### src/conv_opt_regs.svh
// Command codes, field positions and reset values of the converter option registers.
// Assumes inclusion by bare name from the package and the design modules.
`ifndef CONV_OPT_REGS_SVH
`define CONV_OPT_REGS_SVH

// Command codes of the two option registers.
`define OPT_CMD             8'he5
`define MISC_CMD            8'hf0

// User options register layout and reset value.
`define OPT_RESET           16'h00c7
`define OPT_WMASK           16'h01ff
`define OPT_AUTO_ALERT_BIT  7
`define OPT_SOFTSTART_OFF_BIT 8

// Miscellaneous configuration register layout and reset value.
`define MISC_RESET          16'h0003
`define MISC_WMASK          16'h000f
`define MISC_OV_SEL_BIT     0
`define MISC_TRIM_LSB       1
`define MISC_TRIM_MSB       2
`define MISC_FORCE_SYNC_BIT 3

// Fixed temperature report, 25 degrees Celsius in whole degrees.
`define TEMP_FIXED          16'h0019

// Overcurrent threshold multipliers in eighths for each trim code.
`define TRIM_MULT_NONE      4'h8
`define TRIM_MULT_UP_12     4'h9
`define TRIM_MULT_DN_25     4'h6
`define TRIM_MULT_DN_12     4'h7

// Number of fault sources that can raise the alert line.
`define FAULT_SOURCES       8

`endif

### src/conv_opt_pkg.sv
// Types shared by the converter option logic.
// Assumes the constants header is on the include path.
package conv_opt_pkg;
    `include "conv_opt_regs.svh"

    // State of the low-side switch hold after an output overvoltage fault.
    typedef enum logic {lowside_released, lowside_held} lowside_state_type;

    // Two-bit overcurrent trim code.
    typedef logic [1:0] trim_code_type;
endpackage

### src/converter_option_config.sv
// Option and miscellaneous configuration registers of the converter management interface.
// Assumes a same-clock command decoder drives the register port and pins reach here unsynchronised.
`include "conv_opt_regs.svh"
module converter_option_config
(
    input  wire logic                                clk,
    input  wire logic                                rst_n,
    input  wire logic                                reg_wr,
    input  wire logic                                reg_rd,
    input  wire logic [7:0]                          reg_cmd,
    input  wire logic [15:0]                         reg_wdata,
    output logic      [15:0]                         reg_rdata,
    output logic                                     reg_ack,
    output logic                                     reg_err,
    input  wire logic [`FAULT_SOURCES-1:0]           fault_status,
    input  wire logic [`FAULT_SOURCES-1:0]           host_mask,
    input  wire logic                                ara_done,
    input  wire logic                                clear_faults,
    output logic      [`FAULT_SOURCES-1:0]           auto_mask,
    output logic                                     alert,
    input  wire logic [15:0]                         ext_temp,
    output logic      [15:0]                         temp_report,
    input  wire logic                                store_all,
    output logic                                     nvm_store,
    output logic      [15:0]                         nvm_options,
    output logic      [15:0]                         nvm_misc,
    input  wire logic                                ov_fault,
    input  wire logic                                ov_resp_ignore,
    input  wire logic                                startup_begin,
    input  wire logic                                state_disabled,
    input  wire logic                                below_uv_pin,
    output logic                                     lowside_on,
    input  wire logic [7:0]                          hs_base,
    output logic      [8:0]                          hs_threshold,
    input  wire logic                                strap_valid,
    input  wire logic                                sync_reset_pin,
    output logic                                     pin_is_reset,
    output logic                                     reset_req_n,
    output logic                                     sync_clk
);
    import conv_opt_pkg::*;

    logic [15:0]                options;
    logic [15:0]                misc;
    logic [15:0]                next_options;
    logic [15:0]                next_misc;
    logic [15:0]                next_rdata;
    logic                       next_ack;
    logic                       next_err;
    logic [`FAULT_SOURCES-1:0]  next_auto_mask;
    logic                       next_alert;
    logic [15:0]                next_temp;
    logic                       next_nvm_store;
    logic [15:0]                next_nvm_options;
    logic [15:0]                next_nvm_misc;
    logic [8:0]                 next_threshold;
    logic                       next_pin_is_reset;
    logic                       next_reset_req_n;
    logic                       next_sync_clk;
    logic [3:0]                 trim_mult;
    logic [11:0]                trim_product;
    trim_code_type              trim_code;
    logic [1:0]                 pin_meta;
    logic [1:0]                 pin_sync;

    // Two-stage synchronisers: bit 0 the shared pin, bit 1 the undervoltage comparator.
    always_ff @(posedge clk or negedge rst_n)
    begin
        if (!rst_n)
        begin
            pin_meta <= 2'h3;
            pin_sync <= 2'h3;
        end
        else
        begin
            pin_meta <= {below_uv_pin, sync_reset_pin};
            pin_sync <= pin_meta;
        end
    end

    // Register file: writes through the write mask, reads with answer next cycle.
    always_comb
    begin
        next_options     = options;
        next_misc        = misc;
        next_rdata       = 16'h0000;
        next_ack         = reg_wr || reg_rd;
        next_err         = 1'b0;
        next_nvm_store   = store_all;
        next_nvm_options = nvm_options;
        next_nvm_misc    = nvm_misc;
        if (reg_wr)
        begin
            if (reg_cmd == `OPT_CMD)
                next_options = reg_wdata & `OPT_WMASK;
            else if (reg_cmd == `MISC_CMD)
                next_misc = reg_wdata & `MISC_WMASK;
            else
                next_err = 1'b1;
        end
        else if (reg_rd)
        begin
            if (reg_cmd == `OPT_CMD)
                next_rdata = options;
            else if (reg_cmd == `MISC_CMD)
                next_rdata = misc;
            else
                next_err = 1'b1;
        end
        if (store_all)
        begin
            next_nvm_options = options;
            next_nvm_misc    = misc;
        end
    end

    // Registers the register file state and its answers.
    always_ff @(posedge clk or negedge rst_n)
    begin
        if (!rst_n)
        begin
            options     <= `OPT_RESET;
            misc        <= `MISC_RESET;
            reg_rdata   <= 16'h0000;
            reg_ack     <= 1'b0;
            reg_err     <= 1'b0;
            nvm_store   <= 1'b0;
            nvm_options <= `OPT_RESET;
            nvm_misc    <= `MISC_RESET;
        end
        else
        begin
            options     <= next_options;
            misc        <= next_misc;
            reg_rdata   <= next_rdata;
            reg_ack     <= next_ack;
            reg_err     <= next_err;
            nvm_store   <= next_nvm_store;
            nvm_options <= next_nvm_options;
            nvm_misc    <= next_nvm_misc;
        end
    end

    // Trim multiplier in eighths of the base overcurrent threshold.
    assign trim_code = misc[`MISC_TRIM_MSB:`MISC_TRIM_LSB];
    always_comb
    begin
        unique case (trim_code)
            2'h0: trim_mult = `TRIM_MULT_NONE;
            2'h1: trim_mult = `TRIM_MULT_UP_12;
            2'h2: trim_mult = `TRIM_MULT_DN_25;
            2'h3: trim_mult = `TRIM_MULT_DN_12;
        endcase
    end
    assign trim_product = 12'(hs_base) * 12'(trim_mult);

    // Functional outputs: alert masking, temperature, threshold and pin routing.
    always_comb
    begin
        next_auto_mask = auto_mask & ~{`FAULT_SOURCES{clear_faults}};
        if (ara_done && options[`OPT_AUTO_ALERT_BIT])
            next_auto_mask = next_auto_mask | fault_status;
        next_alert = |(fault_status & ~host_mask & ~auto_mask);
        next_temp = options[`OPT_SOFTSTART_OFF_BIT] ? ext_temp : `TEMP_FIXED;
        next_threshold = trim_product[11:3];
        next_pin_is_reset = !misc[`MISC_FORCE_SYNC_BIT] && strap_valid;
        next_reset_req_n = pin_is_reset ? pin_sync[0] : 1'b1;
        next_sync_clk = pin_is_reset ? 1'b0 : pin_sync[0];
    end

    // Registers the functional outputs.
    always_ff @(posedge clk or negedge rst_n)
    begin
        if (!rst_n)
        begin
            auto_mask    <= '0;
            alert        <= 1'b0;
            temp_report  <= `TEMP_FIXED;
            hs_threshold <= 9'h000;
            pin_is_reset <= 1'b0;
            reset_req_n  <= 1'b1;
            sync_clk     <= 1'b0;
        end
        else
        begin
            auto_mask    <= next_auto_mask;
            alert        <= next_alert;
            temp_report  <= next_temp;
            hs_threshold <= next_threshold;
            pin_is_reset <= next_pin_is_reset;
            reset_req_n  <= next_reset_req_n;
            sync_clk     <= next_sync_clk;
        end
    end

    // Overvoltage low-side hold; its state flop drives the output directly.
    ov_release u_ov_release
    (
        .clk            (clk),
        .rst_n          (rst_n),
        .ov_fault       (ov_fault),
        .ov_resp_ignore (ov_resp_ignore),
        .release_select (misc[`MISC_OV_SEL_BIT]),
        .startup_begin  (startup_begin),
        .clear_faults   (clear_faults),
        .state_disabled (state_disabled),
        .below_uv       (pin_sync[1]),
        .lowside_on     (lowside_on)
    );

    AST_AUTO_MASK: assert property (@(posedge clk) disable iff (!rst_n)
        ara_done && options[`OPT_AUTO_ALERT_BIT]
        |=> ((auto_mask & $past(fault_status)) == $past(fault_status)))
        else $error("Auto mask did not cover faults set at alert response.");

    AST_NO_AUTO_MASK: assert property (@(posedge clk) disable iff (!rst_n)
        ara_done && !options[`OPT_AUTO_ALERT_BIT] && !clear_faults |=> auto_mask == $past(auto_mask))
        else $error("Auto mask changed while automatic masking is off.");

    AST_ALERT_PERSIST: assert property (@(posedge clk) disable iff (!rst_n)
        |(fault_status & ~host_mask & ~auto_mask) |=> alert)
        else $error("Unmasked persistent fault did not raise the alert.");

    AST_TEMP_FIXED: assert property (@(posedge clk) disable iff (!rst_n)
        !options[`OPT_SOFTSTART_OFF_BIT] |=> temp_report == `TEMP_FIXED)
        else $error("Temperature not fixed while pin sets soft start.");

    AST_STORE: assert property (@(posedge clk) disable iff (!rst_n)
        store_all |=> nvm_store && nvm_misc == $past(misc) && nvm_options == $past(options))
        else $error("Store command did not copy configuration.");

    AST_TRIM_DOWN: assert property (@(posedge clk) disable iff (!rst_n)
        trim_code == 2'h2 |=> hs_threshold == 9'((12'($past(hs_base)) * 12'(`TRIM_MULT_DN_25)) >> 3))
        else $error("Minus 25 percent trim gave the wrong threshold.");

    AST_PIN_RESET: assert property (@(posedge clk) disable iff (!rst_n)
        !misc[`MISC_FORCE_SYNC_BIT] && strap_valid |=> pin_is_reset)
        else $error("Shared pin not used as reset with valid strap.");

    AST_PIN_SYNC: assert property (@(posedge clk) disable iff (!rst_n)
        misc[`MISC_FORCE_SYNC_BIT] |=> !pin_is_reset ##1 reset_req_n)
        else $error("Shared pin not used as sync while override is set.");

    AST_RESERVED: assert property (@(posedge clk) disable iff (!rst_n)
        reg_rd && reg_cmd == `MISC_CMD |=> reg_ack && reg_rdata[15:4] == 12'h000)
        else $error("Reserved bits of miscellaneous register read nonzero.");
endmodule // converter_option_config

### src/ov_release.sv
// Low-side switch hold and release after an output overvoltage fault.
// Assumes same-clock fault and command pulses and an already synchronised comparator level.
module ov_release
(
    input  wire logic clk,
    input  wire logic rst_n,
    input  wire logic ov_fault,
    input  wire logic ov_resp_ignore,
    input  wire logic release_select,
    input  wire logic startup_begin,
    input  wire logic clear_faults,
    input  wire logic state_disabled,
    input  wire logic below_uv,
    output logic      lowside_on
);
    import conv_opt_pkg::*;

    lowside_state_type state;
    lowside_state_type next_state;

    // A new fault wins over any release in the same cycle.
    always_comb
    begin
        next_state = state;
        if (ov_fault && !ov_resp_ignore)
            next_state = lowside_held;
        else if (state == lowside_held)
        begin
            if (!release_select && (startup_begin || (clear_faults && state_disabled)))
                next_state = lowside_released;
            else if (release_select && below_uv)
                next_state = lowside_released;
        end
    end

    // Holds the state; the output is the state flop itself.
    always_ff @(posedge clk or negedge rst_n)
    begin
        if (!rst_n)
            state <= lowside_released;
        else
            state <= next_state;
    end

    assign lowside_on = (state == lowside_held);

    AST_OV_LATCH: assert property (@(posedge clk) disable iff (!rst_n)
        ov_fault && !ov_resp_ignore |=> lowside_on)
        else $error("Low-side switch not latched on after overvoltage fault.");

    AST_OV_HOLD: assert property (@(posedge clk) disable iff (!rst_n)
        lowside_on && !release_select && !ov_fault && !startup_begin && !(clear_faults && state_disabled)
        |=> lowside_on)
        else $error("Low-side switch released without startup or clear in disabled state.");

    AST_OV_RELEASE: assert property (@(posedge clk) disable iff (!rst_n)
        lowside_on && release_select && below_uv && !ov_fault |=> !lowside_on)
        else $error("Low-side switch not released below undervoltage limit.");
endmodule // ov_release

### config.mk
export PLATFORM = sky130hd
export DESIGN_NAME = converter_option_config
export DESIGN_NICKNAME = d
export VERILOG_FILES = /design/src/conv_opt_pkg.sv /design/src/converter_option_config.sv /design/src/ov_release.sv
export VERILOG_INCLUDE_DIRS = /design/src /design/src/src
export SDC_FILE = /design/constraint.sdc
export NUM_CORES = 1
export LEC_CHECK = 0
export BUFFER_PORTS_ARGS = -buffer_cell sky130_fd_sc_hd__clkbuf_2
export CAP_MARGIN = 10
export CORE_UTILIZATION = 48
export DETAILED_ROUTE_END_ITERATION = 16
export PLACE_DENSITY = 0.8
export SYNTH_ARGS = -nofsm -noshare
export SYNTH_HDL_FRONTEND = slang
export SYNTH_SLANG_ARGS = --single-unit
### constraint.sdc
create_clock -name clk -period 3.6 [get_ports clk]
set_clock_uncertainty 0.05 [all_clocks]
set_input_delay 0.18 -clock clk [delete_from_list [all_inputs] [get_ports clk]]
set_output_delay 0.18 -clock clk [all_outputs]
set_load 0.01 [all_outputs]
=== Word level (Yosys, flattened, before mapping) ===
Index checks and enable logic that the tools add are counted.

* Input port bits: 78
* Logic and storage cells: 64
* Output and inout port bits: 89
* Flip-flop bits (word level): 87

* Multipliers: 1
* Reduce and logical (&&, ||, !) cells: 15
* Mux-type cells: 17
* Bitwise gates (word level): 8
* Eq/ne operators: 5

{| class="wikitable"
|+ Operator list
! kind !! number
|-
| two-way mux 9 bit || 3
|-
| AND 8 bit || 3
|-
| NOT 8 bit || 3
|-
| == test 8 bit, second input constant || 2
|-
| two-way mux 16 bit || 1
|-
| case mux 4 bit (4 select lines) || 1
|-
| multiplier 8 x 4 -> 12 bit || 1
|-
| two-way mux 1 bit || 10
|-
| two-way mux 8 bit || 1
|-
| OR 8 bit || 1
|-
| OR reduction 8 bit || 1
|-
| logical AND 1 bit || 6
|-
| == test 2 bit, second input constant || 2
|-
| two-way mux 4 bit || 1
|-
| zero test 1 bit || 3
|-
| AND reduction 3 bit || 1
|-
| == test 2 x 1 -> 1 bit, second input constant || 1
|-
| zero test 2 bit || 1
|-
| logical OR 1 bit || 2
|-
| AND reduction 2 bit || 1
|-
| NOT 1 bit || 1
|}

=== Longest topological paths before layout ===
Gate-level depths: netlist of run 1.

* Word-level depth: 6
* Gate-level depth with buffers: 13
* Gate-level depth less buffers: 12

=== Hierarchy ===
Synthesis of run 1 repeated with hierarchy kept, for this count alone.

* Cells, all modules: 336
* Area, all modules: 3901.2 um2

{| class="wikitable"
|+ Modules (own cells, without submodules)
! module !! times used !! cells an instance !! area each (um2) !! sequential area each (um2)
|-
| converter_option_config || 1 || 329 || 3841.2 || 2004.4
|-
| ov_release || 1 || 7 || 60.1 || 25.0
|}

=== Worst setup path before layout of run 1 ===
OpenSTA, ideal clock, no wires.

* Kind: register to register
* Start: reg misc[2]
* End: reg hs_threshold[7]
* Buffers on the path: 2
* Slack: 0.441 ns
* Data arrival time: 2.977 ns
* Stages on the path, launching flop included: 12
* Required time: 3.418 ns
* Library setup time: 0.132 ns
* Period minus slack after synthesis: 3.159 ns
* Path through: dfrtp_1 -> buf_6 -> clkbuf_1 -> and2_1 -> ha_1 -> fa_1 -> fa_1 -> a21oi_1 -> o21ai_0 -> a2111oi_0 -> nor3_1 -> xor2_1

* Cells in the longest elaborated chain, start to end: 3
* Elaborated cells between the ends (all ways): 6
* Those cells by class: mul: 1; eq/ne: 3; mux: 1; reduce/logical: 1

{| class="wikitable"
|+ RTL lines
! what !! RTL line !! text
|-
| start, declared || converter_option_config.sv:44 || <nowiki>logic [15:0] misc;</nowiki>
|-
| start signal, assigned || converter_option_config.sv:123 || <nowiki>misc <= `MISC_RESET;</nowiki>
|-
| start signal, assigned || converter_option_config.sv:134 || <nowiki>misc <= next_misc;</nowiki>
|-
| == test 2 bit (tied with other cells) || converter_option_config.sv:148 || <nowiki>unique case (trim_code)</nowiki>
|-
| case mux 4 bit (4 select lines) (*) || converter_option_config.sv:148 ||
|-
| multiplier 8 x 4 -> 12 bit (*) || converter_option_config.sv:155 || <nowiki>assign trim_product = 12'(hs_base) * 12'(trim_mult);</nowiki>
|-
| net trim_product[10] || converter_option_config.sv:61 || <nowiki>logic [11:0] trim_product;</nowiki>
|-
| end signal, assigned || converter_option_config.sv:189 || <nowiki>hs_threshold <= next_threshold;</nowiki>
|-
| end, declared || converter_option_config.sv:34 || <nowiki>output logic [8:0] hs_threshold,</nowiki>
|}

Mark *: on every way through the listed nets, which the timed path passes. The rest lies on a longest branch.
A chain may end at the register's enable or synchronous reset.

=== Worst setup path after layout of run 1 ===
Same ends and word-level chain as after synthesis.

==> summary.txt, run 1 <==
Port Buffers: 133
post-synthesis sequential element count: 80
crit path DAT: 3570 ps
most frequent cells in the layout: 132 x clkbuf_2, 58 x dfrtp_1, 32 x mux2_2, 32 x inv_1, 29 x and2_1
Tcrit/Tclk final: 94.2%
Non-Filler Instances: 601
Gate Count Post-Synth: 335
CP startpoint kind: flip-flop
initial core utilization: 50.1%
Ys Warns: 0
dominant synthesized flop cell: dfrtp_1
DRC: 0
Die X: 92.1 um
commonest non-fill, non-tap cell in the layout: clkbuf_2
Fill cells: 613
row count: 32
peak supply drop: 199 uV
Ant. Diodes: 0
CTS tree: built
initial antenna violation count: 0
fin nets: 597
clock root buffer master: clkbuf_8
Final min period: 3390 ps
drt via density: 4.68
post-layout util: 64.3%
WL/cell: 13.7 um
RSZ-0062 raised after global routing: no
# IOs: 167
vias in the first global route: 2770
pin count of the biggest net entering global routing: 81
DRT iter0 DRCs: 34
final slew viol count: 0
first-pass GRT wire length: 12800 um
grt total ovfl: 0
Highest Clock Rate: 0.295 GHz
Core Region: 7770 um^2
placed instance area: 4550 um^2
Synth area leader: dfrtp_1
Total Routing Usage GR: 19.8%
crit end category: flip-flop
die area: 8480 um^2
DR vias: 2810
Worst Path Max Fanout: 10
share of cells above drive strength 1: 42.3%
Num CTS Buffers: 9
Sink Count: 80
number of synthesized flops with an enable pin: 0
area delta synth->final: 28.2%
Hold Buf Count CTS: 20
largest cells by area after synthesis: dfrtp_1 37%, dfstp_2 15%, mux2_2 9.3%
Max Cap Viol: 0
Pleak: 2.63 nW
final antenna-violating net count: 0
Power per Cell Area: 379 nW/um^2
setup violators final: 0
Setup TNS: 0 ps
Crit path required time: 3780 ps
Slew headroom: 35.7%
Crit Path Class: reg2reg
synthesized cell area: 3890 um^2
Post-Place Cells: 562
cell area after layout: 4990 um^2
Post-CTS Resized: 0
die height: 92.1 um
Mean Syn Cell Area: 11.6 um^2
synth unique cells: 41
Worst Tran Pin Value: 965 ps
clk_lat worst skew: 340 ps
setup bufs post-CTS: 0
clk buf depth: 2
outcome: complete, no violations
routability cong.: 0.790
Worst-path clk slew: 90 ps
ys async rst share: 100%
HP Class: in2reg
top-area cell type share of the netlist area: 37.3%
DRT Pass-1 Iters: 4
final hold vios: 0
worst hold margin: 13.3 ps
hpwl dp: 5980 um
sequential-to-total area share from yosys stat: 52.1%
H-Tree Depth: 3
Post-Route WL: 8220 um
## metal layers
layer  GRT usage (%)  wire, um  vias to the layer above
met5               0         0                        -
met4            6.38       100                        0
met3            4.64       518                       11
met2            35.7      4250                      109
met1            23.0      3350                     1330
li1                -         -                     1360
## report_power, final
group | internal, mW | switching, mW | total, mW
Sequential | 0.945 | 0.0228 | 0.968
Combinational | 0.113 | 0.126 | 0.238
Clock | 0.333 | 0.350 | 0.684
## critical path, stage by stage (launching register included)
cell and delay (ps):
dfrtp_1 520, mux2_2 380, ha_1 300, fa_1 540, fa_1 470, a21oi_1 190
o21ai_0 140, a2111oi_0 420, nor3_1 110, xor2_1 160
## path summary, 6_finish.rpt
path	from	endpoint	slack, ps	depth (start not counted)
worst min-delay path	ext_temp[10]	temp_report[10]	10	2
min in group asynchronous	rst_n	temp_report[7]	490	2
max in group asynchronous	rst_n	misc[2]	2400	2
worst max-delay path	misc[2]	hs_threshold[7]	210	9
worst max register to register	misc[2]	hs_threshold[7]	210	9
worst min register to register	pin_meta[1]	pin_sync[1]	310	0
## state kept, by name, summed over array words and instances, names as in the netlist, 2 cells and up
| register | count |
|---|---|
| hs_threshold | 9 |
| misc | 4 |
| temp_report | 16 |
| reg_rdata | 9 |
| options | 9 |
| nvm_options | 9 |
| pin_meta | 2 |
| pin_sync | 2 |
| auto_mask | 8 |
| nvm_misc | 4 |
## cell families after synthesis
group | count (synthesis) | synth area share [%]
DFF | 80 | 52.1
AOI/OAI and AO/OA | 33 | 5.43
other | 1 | 0.0963
muxes | 33 | 9.54
and+or+nand+nor | 87 | 12.4
adders and majority gates | 25 | 9.19
buffers and inverters | 68 | 9.45
xor gates and xnor gates | 8 | 1.80
## cells in the mapped netlist, types with 6 or more instances
library cell	n
dfrtp_1	58
and2_1	29
buf_4	28
o21ai_0	13
dfstp_2	22
ha_1	19
fa_1	6
mux2_2	32
inv_1	32
nand2_1	17
nor2_1	14
xor2_1	6
a21oi_1	8
nand2b_1	6
## final cells by class
type / count / area (um^2) / area share, %
clock buffer: 9 / 124 / 2.48
clock inverter: 7 / 87.6 / 1.75
inverter: 33 / 124 / 2.48
multi-input combinational: 213 / 1590 / 31.9
sequential: 80 / 2030 / 40.7
tap: 102 / 128 / 2.56
timing repair buffer: 157 / 906 / 18.1
## metrics by stage
stage	setup slack, ps	power, mW
after CTS	183	1.91
after global placement	247	1.19
after global routing	16.7	1.99
final	210	1.89
after detailed placement	180	1.20
after floorplan	441	1.11
No activity file was read; power rests on OpenSTA's default activity.
==> run 2: changes to the inputs <==
- CORE_UTILIZATION: 48 -> 40
- PLACE_DENSITY: 0.8 -> 0.69
- clock period: 3.6 -> 3.4 ns (I/O delays scaled with it)
==> run 2 against run 1 <==
Against the previous run: core utilization is 9.1 points lower; setup slack worse by 87 ps; sequential power is 5% higher; register-to-register slack worse by 90 ps; highest routed layer unchanged; sequential cell count stayed put; worst hold slack worse by 4.3 ps; critical path type unchanged; critical endpoint is now hs_threshold[8]; final cell count is 7.0% higher.
==> summary.txt, run 2 (same netlist as run 1, synthesis figures left out) <==
clk_lat worst skew: 350 ps
Top reg by flops: temp_report
grt total ovfl: 0
share of cells above drive strength 1: 42.8%
CP startpoint kind: flip-flop
NetSw: 0.525 mW
Post-Route WL: 8660 um
outcome: complete, no violations
Worst R2R Setup Slack: 120 ps
crit path DAT: 3500 ps
Port Buffers: 133
Worst-path clk slew: 90 ps
Num CTS Buffers: 9
peak supply drop: 202 uV
Die X: 101 um
clk buf depth: 2
first-pass GRT wire length: 13400 um
Switching Fraction: 26.9%
most frequent cells in the layout: 132 x clkbuf_2, 57 x dfrtp_1, 32 x mux2_2, 32 x inv_1, 32 x dlygate4sd3_1
area delta synth->final: 32.2%
Total Routing Usage GR: 17.5%
final slew viol count: 0
Crit path required time: 3620 ps
worst hold margin: 9.05 ps
vias in the first global route: 2882
row count: 35
Tcrit/Tclk final: 96.4%
Power per Cell Area: 379 nW/um^2
Pleak: 2.69 nW
Final min period: 3280 ps
commonest non-fill, non-tap cell in the layout: clkbuf_2
final hold vios: 0
DRT Pass-1 Iters: 4
cell area after layout: 5150 um^2
Highest Clock Rate: 0.305 GHz
initial antenna violation count: 0
max reg flops: 16
final antenna-violating net count: 0
HP Class: in2reg
placed instance area: 4610 um^2
Slew headroom: 34.8%
Worst Path Max Fanout: 7
# IOs: 167
WL/cell: 13.5 um
Combinational Power Share: 13.8%
routability cong.: 0.831
die height: 101 um
hpwl dp: 6260 um
cell internal pwr: 1.42 mW
initial core utilization: 41.7%
Sink Count: 80
Max Cap Viol: 0
pin count of the biggest net entering global routing: 81
DR vias: 2892
Core Region: 9330 um^2
drt via density: 4.50
clock root buffer master: clkbuf_8
Worst Tran Pin Value: 978 ps
H-Tree Depth: 3
die area: 10100 um^2
sequential power share: 52.5%
crit end category: flip-flop
DRT iter0 DRCs: 65
DRC: 0
Ant. Diodes: 0
CTS tree: built
fin nets: 612
setup violators final: 0
Crit Path Class: reg2reg
clock network power share: 33.7%
Fill cells: 801
-- run 2: changes by cell type in the layout (fill, tap and decap cells not counted), sizes merged --
cell	change
bufinv	-1
inv	-1
clkbuf	+1
buf	+6
dlygate4sd3	+9
clkinv	+1
-- run 2: final timing paths --
| path | from | endpoint | cells past startpoint |
|---|---|---|---|
| setup / recovery | misc[2] | hs_threshold[8] | 13 |
| hold / removal | ov_fault | u_ov_release.lowside_on | 3 |
| setup reg to reg | misc[2] | hs_threshold[8] | 13 |
| hold reg to reg | pin_meta[0] | pin_sync[0] | 0 |
| max in group asynchronous | rst_n | misc[2] | 2 |
| min in group asynchronous | rst_n | temp_report[5] | 2 |
-- run 2: critical path, stage by stage (launching register included) --
cell	delay, ps
dfrtp_2	440
buf_4	130
mux2_2	320
ha_1	270
inv_1	50
fa_1	530
inv_1	50
ha_1	300
buf_4	140
inv_2	40
nor4_4	300
o2111ai_2	170
a311oi_2	250
xor2_1	160
-- run 2: metrics by stage --
step / TNS (ps) / util, % / std cells / worst slack, ps / power (mW)
finish: 0 / 55.2 / 643 / 123 / 1.95
global route: -22.3 / 55.2 / 643 / -15.3 / 2.05
CTS: 0 / 54.8 / 640 / 37.0 / 1.98
detailed placement: -14.9 / 49.5 / 593 / -14.9 / 1.28
global placement: 0 / 49.5 / 593 / 38.2 / 1.27
floorplan: 0 / - / 361 / 241 / 1.18
-- run 2: what timing repair did --
action	CTS	global route
setup endpoints to repair	1	1
hold buffers	31	1
gates cloned	0	0
pin swaps	0	1
gates resized for setup	1	3
hold endpoints to repair	87	1
setup buffers	0	2
-- run 2: final cells by class --
cell class | instances | area [um^2] | area share [%]
sequential | 80 | 2030 | 39.5
multi-input combinational | 213 | 1600 | 31.1
timing repair buffer | 172 | 1040 | 20.2
tap | 129 | 161 | 3.14
clock buffer | 10 | 138 | 2.67
inverter | 33 | 124 | 2.41
clock inverter | 6 | 50.0 | 0.972
-- run 2: layer usage --
metal  share of wire (%)  global-route usage, %
met5                   0                      0
met4                 1.7                   7.13
met3                 7.1                   4.85
met2                  50                   31.8
met1                  41                   19.2
-- run 2: power groups by stage --
stage	Clock [mW]	Combinational (mW)	Sequential, mW
6_report	0.657	0.269	1.02
5_1_grt	0.726	0.299	1.03
4_1_cts	0.685	0.268	1.02
3_5_place_dp	0	0.238	1.04
3_3_place_gp	0	0.233	1.04
2_1_floorplan	0	0.130	1.05
